--- src/rtl/oicc_pkg.sv ---
// Package for the onboard I/O channel configuration block.
// Assumes a single 125 MHz fabric clock and an active-low asynchronous reset.
package oicc_pkg;
    localparam int AI_CHANNELS         = 16;
    localparam int AI_BALANCED_PAIR_INPUT_LIMIT       = 8;
    localparam int AO_CHANNELS         = 4;
    localparam int DIO_LINES           = 4;
    localparam int AI_RANGES           = 4;
    localparam int CH_IDX_W            = 4;
    localparam int AO_IDX_W            = 2;
    localparam int DIO_IDX_W           = 2;
    localparam int CAL_W               = 32;
    localparam int READY_DELAY_NS      = 1000;
    localparam int CLK_PERIOD_NS       = 8;
    localparam int READY_DELAY_CYCLES  = (READY_DELAY_NS + CLK_PERIOD_NS - 1) / CLK_PERIOD_NS;
    localparam int READY_CNT_W         = 8;
    localparam logic [AI_CHANNELS-1:0] DEF_TERM_MODE = 16'h0000;
    localparam logic [DIO_LINES-1:0]   DEF_DIO_DIR   = 4'h0;
    localparam logic [DIO_LINES-1:0]   DEF_IN_SYNC   = 4'hF;
    localparam logic [DIO_LINES-1:0]   DEF_OUT_SYNC  = 4'hF;

    typedef enum logic
    {
        OICC_REFERENCED_SINGLE_ENDED,
        OICC_BALANCED_PAIR_INPUT
    } oicc_term_e;

    typedef enum logic [1:0]
    {
        OICC_RANGE_10V,
        OICC_RANGE_5V,
        OICC_RANGE_2V,
        OICC_RANGE_1V
    } oicc_range_e;

    localparam logic [2*AI_CHANNELS-1:0] DEF_RANGE = 32'h00000000;
endpackage

--- src/rtl/oicc_dio_line.sv ---
// One digital line: input synchroniser and optional output register.
// Assumes the pin input comes from outside the clock domain.
`timescale 1ns/100ps
module oicc_dio_line
    import oicc_pkg::*;
(
    input  wire logic ref_clk_i,
    input  wire logic resetn_i,
    input  wire logic pin_i,
    input  wire logic in_sync_en_i,
    input  wire logic out_reg_en_i,
    input  wire logic out_data_i,
    output logic      in_data_o,
    output logic      out_pin_o
);
    logic [2:0] sync_q;
    logic [2:0] next_sync_q;
    logic       stable;
    logic       next_stable;
    logic       out_q;
    logic       next_out_q;

    always_comb
    begin
        next_sync_q = {sync_q[1:0], pin_i};
        next_stable = (sync_q[1] == sync_q[2]) ? sync_q[2] : stable;
        next_out_q  = out_data_i;
    end

    always_ff @(posedge ref_clk_i or negedge resetn_i)
    begin
        if (!resetn_i)
        begin
            sync_q <= 3'h0;
            stable <= 1'b0;
            out_q  <= 1'b0;
        end
        else
        begin
            sync_q <= next_sync_q;
            stable <= next_stable;
            out_q  <= next_out_q;
        end
    end

    // Input path always crosses domains; unsynchronised choice still takes the third synchroniser stage, unfiltered
    assign in_data_o = in_sync_en_i ? stable : sync_q[2];
    assign out_pin_o = out_reg_en_i ? out_q : out_data_i;
endmodule

--- src/rtl/oicc_top.sv ---
// Onboard I/O channel configuration: analog settings, calibration constants, digital lines.
// Assumes the user logic keeps the loop-entry conditions; one clock, no register bus.
`timescale 1ns/100ps
module oicc_top
    import oicc_pkg::*;
#(
    parameter logic [AO_CHANNELS*CAL_W-1:0] AO_LSB_WEIGHT = '0,
    parameter logic [AO_CHANNELS*CAL_W-1:0] AO_OFFSET     = '0,
    parameter logic [AI_RANGES*CAL_W-1:0]   AI_LSB_WEIGHT = '0,
    parameter logic [AI_RANGES*CAL_W-1:0]   AI_OFFSET     = '0
)
(
    input  wire logic                        ref_clk_i,
    input  wire logic                        resetn_i,
    input  wire logic                        term_wr_i,
    input  wire logic [CH_IDX_W-1:0]         term_ch_i,
    input  wire logic                        term_balanced_pair_input_i,
    input  wire logic                        range_wr_i,
    input  wire logic [CH_IDX_W-1:0]         range_ch_i,
    input  wire logic [1:0]                  range_sel_i,
    output logic      [AI_CHANNELS-1:0]      term_mode_o,
    output logic      [2*AI_CHANNELS-1:0]    range_o,
    output logic                             term_reject_o,
    input  wire logic [AO_IDX_W-1:0]         ao_sel_i,
    output logic      [CAL_W-1:0]            ao_lsb_weight_o,
    output logic      [CAL_W-1:0]            ao_offset_o,
    input  wire logic [1:0]                  ai_range_sel_i,
    output logic      [CAL_W-1:0]            ai_lsb_weight_o,
    output logic      [CAL_W-1:0]            ai_offset_o,
    input  wire logic                        one_clock_loop_i,
    input  wire logic [DIO_LINES-1:0]        in_sync_en_i,
    input  wire logic [DIO_LINES-1:0]        out_sync_en_i,
    input  wire logic                        dir_wr_i,
    input  wire logic                        dir_port_i,
    input  wire logic [DIO_IDX_W-1:0]        dir_line_i,
    input  wire logic [DIO_LINES-1:0]        dir_val_i,
    input  wire logic                        dout_wr_i,
    input  wire logic [DIO_LINES-1:0]        dout_i,
    output logic      [DIO_LINES-1:0]        din_o,
    output logic                             din_valid_o,
    output logic                             ready_o,
    input  wire logic [DIO_LINES-1:0]        dio_pin_i,
    output logic      [DIO_LINES-1:0]        dio_pin_o,
    output logic      [DIO_LINES-1:0]        dio_oe_o
);
    logic [AI_CHANNELS-1:0]   term_mode;
    logic [AI_CHANNELS-1:0]   next_term_mode;
    logic [2*AI_CHANNELS-1:0] range_q;
    logic [2*AI_CHANNELS-1:0] next_range_q;
    logic                     term_reject;
    logic                     next_term_reject;
    logic [DIO_LINES-1:0]     dir_q;
    logic [DIO_LINES-1:0]     next_dir_q;
    logic [DIO_LINES-1:0]     dout_q;
    logic [DIO_LINES-1:0]     next_dout_q;
    logic [READY_CNT_W-1:0]   ready_cnt;
    logic [READY_CNT_W-1:0]   next_ready_cnt;
    logic [DIO_LINES-1:0]     out_reg_en;
    logic [DIO_LINES-1:0]     line_din;

    localparam logic [READY_CNT_W-1:0] READY_LAST = READY_CNT_W'(READY_DELAY_CYCLES);

    // Analog input settings
    always_comb
    begin
        next_term_mode   = term_mode;
        next_range_q     = range_q;
        next_term_reject = 1'b0;
        if (term_wr_i)
        begin
            if (term_balanced_pair_input_i && (32'(term_ch_i) >= AI_BALANCED_PAIR_INPUT_LIMIT))
            begin
                next_term_reject = 1'b1;
            end
            else
            begin
                next_term_mode[term_ch_i] = term_balanced_pair_input_i;
            end
        end
        if (range_wr_i)
        begin
            next_range_q[2*range_ch_i +: 2] = range_sel_i;
        end
    end

    always_ff @(posedge ref_clk_i or negedge resetn_i)
    begin
        if (!resetn_i)
        begin
            term_mode   <= DEF_TERM_MODE;
            range_q     <= DEF_RANGE;
            term_reject <= 1'b0;
        end
        else
        begin
            term_mode   <= next_term_mode;
            range_q     <= next_range_q;
            term_reject <= next_term_reject;
        end
    end

    assign term_mode_o   = term_mode;
    assign range_o       = range_q;
    assign term_reject_o = term_reject;

    // Calibration constants, read-only
    assign ao_lsb_weight_o = AO_LSB_WEIGHT[ao_sel_i*CAL_W +: CAL_W];
    assign ao_offset_o     = AO_OFFSET[ao_sel_i*CAL_W +: CAL_W];
    assign ai_lsb_weight_o = AI_LSB_WEIGHT[ai_range_sel_i*CAL_W +: CAL_W];
    assign ai_offset_o     = AI_OFFSET[ai_range_sel_i*CAL_W +: CAL_W];

    // Digital lines, direction, ready
    always_comb
    begin
        next_dir_q     = dir_q;
        next_dout_q    = dout_q;
        next_ready_cnt = ready_cnt;
        if (ready_cnt != READY_LAST)
        begin
            next_ready_cnt = ready_cnt + READY_CNT_W'(1);
        end
        if (dir_wr_i && !one_clock_loop_i)
        begin
            if (dir_port_i)
            begin
                next_dir_q = dir_val_i;
            end
            else
            begin
                next_dir_q[dir_line_i] = dir_val_i[0];
            end
        end
        if (dout_wr_i && ready_o)
        begin
            next_dout_q = dout_i;
        end
    end

    always_ff @(posedge ref_clk_i or negedge resetn_i)
    begin
        if (!resetn_i)
        begin
            dir_q     <= DEF_DIO_DIR;
            dout_q    <= '0;
            ready_cnt <= '0;
        end
        else
        begin
            dir_q     <= next_dir_q;
            dout_q    <= next_dout_q;
            ready_cnt <= next_ready_cnt;
        end
    end

    assign ready_o = (ready_cnt == READY_LAST);
    // Outside the loop a zero-stage choice still gets one register
    assign out_reg_en = one_clock_loop_i ? out_sync_en_i : {DIO_LINES{1'b1}};

    genvar gi;
    generate
        for (gi = 0; gi < DIO_LINES; gi++)
        begin : g_line
            oicc_dio_line u_line
            (
                .ref_clk_i    (ref_clk_i),
                .resetn_i     (resetn_i),
                .pin_i        (dio_pin_i[gi]),
                .in_sync_en_i (in_sync_en_i[gi]),
                .out_reg_en_i (out_reg_en[gi]),
                .out_data_i   (dout_q[gi]),
                .in_data_o    (line_din[gi]),
                .out_pin_o    (dio_pin_o[gi])
            );
        end
    endgenerate

    assign dio_oe_o    = dir_q;
    assign din_o       = ready_o ? line_din : '0;
    assign din_valid_o = ready_o;
endmodule

--- config.mk ---
export PLATFORM = sky130hd
export DESIGN_NAME = oicc_top
export DESIGN_NICKNAME = d
export VERILOG_FILES = /design/src/rtl/oicc_pkg.sv /design/src/rtl/oicc_dio_line.sv /design/src/rtl/oicc_top.sv
export SDC_FILE = /design/constraint.sdc
export NUM_CORES = 1
export LEC_CHECK = 0
export BUFFER_PORTS_ARGS = -buffer_cell sky130_fd_sc_hd__buf_2
export CORE_MARGIN = 2
export CORE_UTILIZATION = 30
export DETAILED_ROUTE_END_ITERATION = 12
export SLEW_MARGIN = 5
export SYNTH_ARGS = -nofsm -noshare
export SYNTH_HDL_FRONTEND = slang
export SYNTH_SLANG_ARGS = --single-unit
--- constraint.sdc ---
create_clock -name ref_clk_i -period 1.6 [get_ports ref_clk_i]
set_input_delay 0.08 -clock ref_clk_i [delete_from_list [all_inputs] [get_ports ref_clk_i]]
set_output_delay 0.08 -clock ref_clk_i [all_outputs]
set_load 0.005 [all_outputs]
==> results of run 1 <==
==> cells in the mapped netlist (5+ instances only) <==
cell      count  area share
dfrtp_1      85        0.45
o21ai_0       7      0.0075
and2_1        5      0.0067
buf_4       133        0.21
clkbuf_1      5      0.0040
nand2b_1      8       0.011
nand2_1      18       0.014
nor2b_1      13       0.017
mux2_2       47        0.11
nor3_1       10       0.011
nor2_1       27       0.022
mux2i_1       8       0.017
nand3_1      11       0.012
==> placed cells by master, fill, tap and decap left out, drive strengths merged, types with 4 or more instances in the layout <==
| master | synthesis | routed |
|---|---|---|
| nor2b | 13 | 13 |
| maj3 | 4 | 4 |
| o21a | 4 | 4 |
| o31a | 4 | 4 |
| nor2 | 27 | 27 |
| mux2 | 49 | 49 |
| conb | 1 | 128 |
| nand3b | 4 | 4 |
| nand2 | 18 | 18 |
| nand2b | 8 | 8 |
| buf | 134 | 132 |
| o21ai | 7 | 7 |
| and2 | 5 | 5 |
| clkbuf | 5 | 9 |
| ha | 4 | 4 |
| mux2i | 8 | 8 |
| dlygate4sd3 | 0 | 15 |
| inv | 6 | 11 |
| nor3 | 10 | 10 |
| dfrtp | 85 | 85 |
| nand3 | 11 | 11 |
==> sequential cells by signal, summed over array words and instances, names as in the netlist <==
signal and cells:
ready_cnt 8, dout_q 4, g_line.u_line.out_q 4, range_o 32, g_line.u_line.stable 4, term_reject_o 1, dio_oe_o 4, g_line.u_line.sync_q 12
term_mode_o 16
==> kinds of logic (layout without fill, tap and decap cells) <==
group	after synthesis	after routing	share of synthesized area
flops	85	85	0.453
mux	57	57	0.136
xor+xnor	5	5	0.0109
simple gates	112	112	0.124
fa+ha+maj	8	8	0.0192
compound gates	23	23	0.0331
other cells	1	128	0.000799
buf+inv	145	169	0.223
==> repair_timing <==
item / in CTS / in global routing
pin swaps: 6 / 1
hold endpoints to repair: 41 / 0
resized for setup: 10 / 4
hold buffers: 16 / 0
endpoints found under the setup margin: 6 / 13
setup buffers: 3 / 0
==> power groups by stage <==
stage	registers, mW	logic (mW)	clock network (mW)
4_1_cts	2.52	0.954	2.14
2_1_floorplan	2.56	0.644	0
5_1_grt	2.55	1.07	2.23
3_3_place_gp	2.54	0.890	0
6_report	2.51	0.950	2.06
3_5_place_dp	2.55	0.904	0
==> layer usage <==
metal / vias up / GRT usage / routed length (um)
li1: 1495 / - / -
met1: 1538 / 0.134 / 3810
met2: 179 / 0.187 / 4510
met3: 24 / 0.0273 / 671
met4: 0 / 0.0467 / 229
met5: - / 0 / 0
==> layout make-up <==
cell class | instances | share of cell area
repair buffers | 147 | 0.162
multi-input cells | 333 | 0.358
inverters | 6 | 0.00442
well taps | 211 | 0.0466
clock inverters | 7 | 0.0133
clock buffers | 9 | 0.0398
flip-flops and latches | 85 | 0.375
==> through the flow <==
step	cell area [sq um]	power [mW]	setup TNS, ns	utilization
after global placement	5140	3.43	-2.96	0.337
final	5670	5.52	-0.831	0.371
after CTS	5660	5.61	-1.15	0.371
after floorplan	5180	3.20	0	-
after detailed placement	5140	3.45	-4.07	0.337
after global routing	5670	5.84	-1.67	0.371
==> critical path: stages (launching register included) <==
cell	delay [ns]
dfrtp_1	0.38
inv_1	0.06
ha_2	0.18
nand3b_1	0.13
or2_4	0.27
buf_6	0.14
nor2_2	0.07
buf_2	0.11
==> worst min path at each step <==
stage          slack [ns]               to  cells past startpoint
3_5_place_dp         0.04   term_mode_o[2]                      1
5_1_grt              0.06    term_reject_o                      2
3_3_place_gp         0.03  term_mode_o[15]                      1
2_1_floorplan       -0.22      dio_oe_o[0]                      0
4_1_cts              0.05    term_reject_o                      2
6_report             0.07    term_reject_o                      2
==> reports/metrics.cfg, run 1 <==
[route]
ant_nets = 0
viasPerCell = 4.06
vias = 3236
drt-initial-drc-count = 70
wl_um = 9220
route.detailed.drc = 0
dr.pass1.iters = 4
wl_per_cell_um = 11.6

[yosys]
seq_area_frac_synth = 0.453
syn_avg_cell_area_sq_um = 10.8
synth_edf_count = 0
ys.flop_type = dfrtp_1
synth_area_sq_mm = 0.00469
ys_types = 42
ys_warn_count = 0
synthCells = 436
synthArstFlopShare = 1.00
ys_ff_latch = 85

[worst_setup_path]
cp_data_arrival_time_ns = 1.67
r2r_start = ready_cnt[1]
critPathCapture = din_o[1]
crit_start = ready_cnt[1]
critPathRequiredTime_ns = 1.52
cp-start-kind = flip-flop
critPathMaxFanout = 5
timing.rr.end = dout_q[3]
reg2reg_depth = 8
endpoint_kind = output port
critPathKind = flip-flop to output port
reg2reg_slack_ns = -0.03

[placed_design]
dpl_worst_slack_ns = -0.228
dp_cells = 764
hpwl_um = 7140
portBuffers = 103
finalWeightedCongestion = 0.841

[floorplan]
dieArea_sq_mm = 0.0167
dieHeight_um = 129
die_x_um = 129
io_pins = 236
core-area_sq_mm = 0.0153
rows = 45
start_util = 0.308

[cts]
cts.sinks = 85
cts_root_buf = clkbuf_16
h-tree-depth = 3
path_clk_slew_ns = 0.07
worstSkewPairLatency_ns = 0.33
cts_made_buffers = 9
cts_buffer_depth = 2
cts_tree = done

[global_route]
grtUsageTotal = 0.110
grt_pass1_wl_um = 14600
grt_overflow_total = 0
grt_antenna_before_repair = 0
grt_pass1_vias = 3018
grt_max_degree = 33

[layout]
seqCellArea_sq_mm = 0.00213
fill_cells = 1466
multi_input_comb_area_sq_mm = 0.00203
stdcell_count = 798
antenna_cells = 0
drive_gt1_frac = 0.359
synthToLayoutAreaGrowth_pct = 20.7
fin_nets = 631

[timing]
timing.final.hold_violations = 0
worst_slack_ns = -0.153
timing.hold.ws_ns = 0.0686
clock_skew_ns = 0.00261
fin_crit_ns = 1.75
final.period_utilization = 1.10
rsz0062_at_grt = yes
finalSetupViolations = 10
clock.fmax_mhz = 570
finalMaxSlewViolations = 0

[power]
combPwrFrac = 0.172
clockPowerShare = 0.373
ir_worst_vdd_uv = 639
swShare = 0.278
powerDensity_mw_per_mm2 = 975
net-switching-power_mw = 1.54
p_int_mw = 3.99
power_leakage_nw = 2.97
pwr-share-seq = 0.455

[status]
violations = negative setup slack
status = finished with violations

[worst_hold_path]
hp-class = input port to flip-flop
worstHoldStart = term_wr_i

[flow_run]
cap_violations = 0

No activity file was read; power rests on OpenSTA's default activity.
==> inputs of run 2 (changes only) <==
- clock period: 1.6 -> 1.45 ns (I/O delays scaled with it)
==> run 2 against run 1 <==
  * Cell count decreased by 0.13%
  * Clock-buffer cell count increased by 1
  * The run still ends with negative setup slack left
  * Critical path depth increased by 1
  * Total power increased by 11%
  * Non-clock buffer count decreased by 1
  * Flip-flop and latch count unchanged
  * Routed wire length decreased by 3.4%
  * Clock power increased by 11%
==> reports/metrics.cfg, run 2 (synthesis results as in run 1) <==
[status]
status = finished with violations
violations = negative setup slack

[layout]
multi_input_comb_area_sq_mm = 0.00210  ; +3.6%
synthToLayoutAreaGrowth_pct = 22.8
final_common_cell = conb_1
drive_gt1_frac = 0.381  ; +0.0211
seqCellArea_sq_mm = 0.00213  ; unchanged
final_cell_mix = conb_1 (128), buf_2 (99), dfrtp_1 (85)
largest_reg_flops = 32  ; unchanged
fin_nets = 630  ; -0.16%
antenna_cells = 0  ; unchanged
fill_cells = 1454  ; -0.82%

[cts]
h-tree-depth = 3  ; unchanged
cts_buffer_depth = 2  ; unchanged
worstSkewPairLatency_ns = 0.33  ; about the same
cts.sinks = 85  ; unchanged
path_clk_slew_ns = 0.06  ; about the same
cts_made_buffers = 9  ; unchanged
cts_root_buf = clkbuf_16
cts_tree = done

[floorplan]
rows = 45  ; unchanged
io_pins = 236  ; unchanged
dieHeight_um = 129  ; unchanged
dieArea_sq_mm = 0.0167  ; unchanged
core-area_sq_mm = 0.0153  ; unchanged
die_x_um = 129  ; unchanged
start_util = 0.308  ; unchanged

[timing]
timing.hold.ws_ns = 0.0399  ; -0.0287 ns
clock.fmax_mhz = 565
finalMaxSlewViolations = 0  ; unchanged
timing.final.hold_violations = 0  ; unchanged
clock_skew_ns = 0.00367  ; +0.00106 ns
fin_crit_ns = 1.77
worstMarginPinSlew_ns = 0.586
worst_slack_ns = -0.320  ; -0.167 ns
final.period_utilization = 1.22
finalSetupViolations = 15  ; +5
maxSlewHeadroom = 0.604
setup_tns_ns = -3.48  ; -2.65 ns
rsz0062_at_grt = yes

[placed_design]
finalWeightedCongestion = 0.847  ; +0.70%
portBuffers = 103  ; unchanged
dpl_worst_slack_ns = -0.337  ; -0.109 ns
hpwl_um = 6710  ; -6.1%

[global_route]
grt_pass1_wl_um = 14200  ; -2.8%
grtUsageTotal = 0.106  ; -0.00445
grt_antenna_before_repair = 0  ; unchanged
grt_max_degree = 86  ; +160%
grt_overflow_total = 0  ; unchanged
grt_pass1_vias = 2973  ; -1.5%

[power]
power_leakage_nw = 2.98  ; +0.56%
combPwrFrac = 0.172  ; about the same
ir_worst_vdd_uv = 695  ; +8.9%
clockPowerShare = 0.374  ; about the same
pwr-share-seq = 0.454  ; about the same
net-switching-power_mw = 1.59  ; +3.5%
p_int_mw = 4.52  ; +13%
powerDensity_mw_per_mm2 = 1060  ; +8.8%
swShare = 0.260  ; -0.0182

[route]
drt-initial-drc-count = 66  ; -5.7%
viasPerCell = 4.01  ; -1.1%
vias = 3197  ; -1.2%
ant_nets = 0  ; unchanged
route.detailed.drc = 0  ; unchanged
wl_um = 8910  ; -3.4%
dr.pass1.iters = 4  ; unchanged
wl_per_cell_um = 11.2  ; -3.3%

[worst_setup_path]
reg2reg_slack_ns = -0.29  ; -0.26 ns
critPathMaxFanout = 3  ; -2
cp_data_arrival_time_ns = 1.70  ; +0.03 ns
critPathRequiredTime_ns = 1.38  ; -0.14 ns
endpoint_kind = output port
critPathKind = flip-flop to output port
cp-start-kind = flip-flop

[flow_run]
cap_violations = 0  ; unchanged

[worst_hold_path]
hp-class = input port to flip-flop

## run 2: repair_timing
item / in CTS / in global routing
setup endpoints to repair: 12 / 28
pin swaps: 6 / 2
resized for setup: 10 / 18
hold buffers: 15 / 0
hold endpoints to repair: 97 / 0
buffers inserted: 6 / 2
gates cloned: 0 / 0
## run 2: per-stage QoR
| stage | util | area, sq um | instances | power [mW] |
|---|---|---|---|---|
| global route | 0.378 | 5770 | 797 | 6.43 |
| detailed placement | 0.337 | 5150 | 760 | 3.81 |
| floorplan | - | 5220 | 563 | 3.54 |
| CTS | 0.373 | 5690 | 797 | 6.16 |
| global placement | 0.337 | 5150 | 760 | 3.80 |
| finish | 0.378 | 5770 | 797 | 6.12 |
## run 2: path summary, 6_finish.rpt
check	to	from	cells past startpoint
max in group asynchronous	range_o[24]	resetn_i	3
min in group asynchronous	term_mode_o[0]	resetn_i	3
min reg2reg	g_line[3].u_line.sync_q[1]	g_line[3].u_line.sync_q[0]	0
max	ready_o	ready_cnt[1]	8
max reg2reg	dout_q[3]	ready_cnt[1]	9
min	term_reject_o	term_wr_i	2
## run 2: power groups by stage
stage          clock, mW  combinational [mW]  sequential, mW
2_1_floorplan          0               0.719            2.82
3_3_place_gp           0               0.990            2.81
3_5_place_dp           0               0.998            2.81
4_1_cts             2.34                1.04            2.78
5_1_grt             2.44                1.18            2.81
6_report            2.29                1.05            2.78
## run 2: final cells by class
cell class,count,area share
Multi-Input combinational cell,333,0.365
Sequential cell,85,0.369
Tap cell,211,0.0458
Inverter,6,0.00608
Timing Repair Buffer,146,0.163
Clock buffer,10,0.0397
Clock inverter,6,0.0122
## run 2: critical path, cell delays in order (launching register included)
cell and delay [ns]:
dfrtp_1 0.38, inv_1 0.06, ha_2 0.18, nand3b_1 0.12
or2_4 0.29, buf_12 0.13, clkinv_8 0.03, buf_8 0.09
buf_6 0.09
## run 2: per-layer routing
layer  global-route usage  vias to the layer above  share of wire
li1                     -                     1493              -
met2                0.180                      181           0.50
met3               0.0388                       12          0.087
met4               0.0326                        0          0.013
met1                0.125                     1511           0.40
met5                    0                        -              0
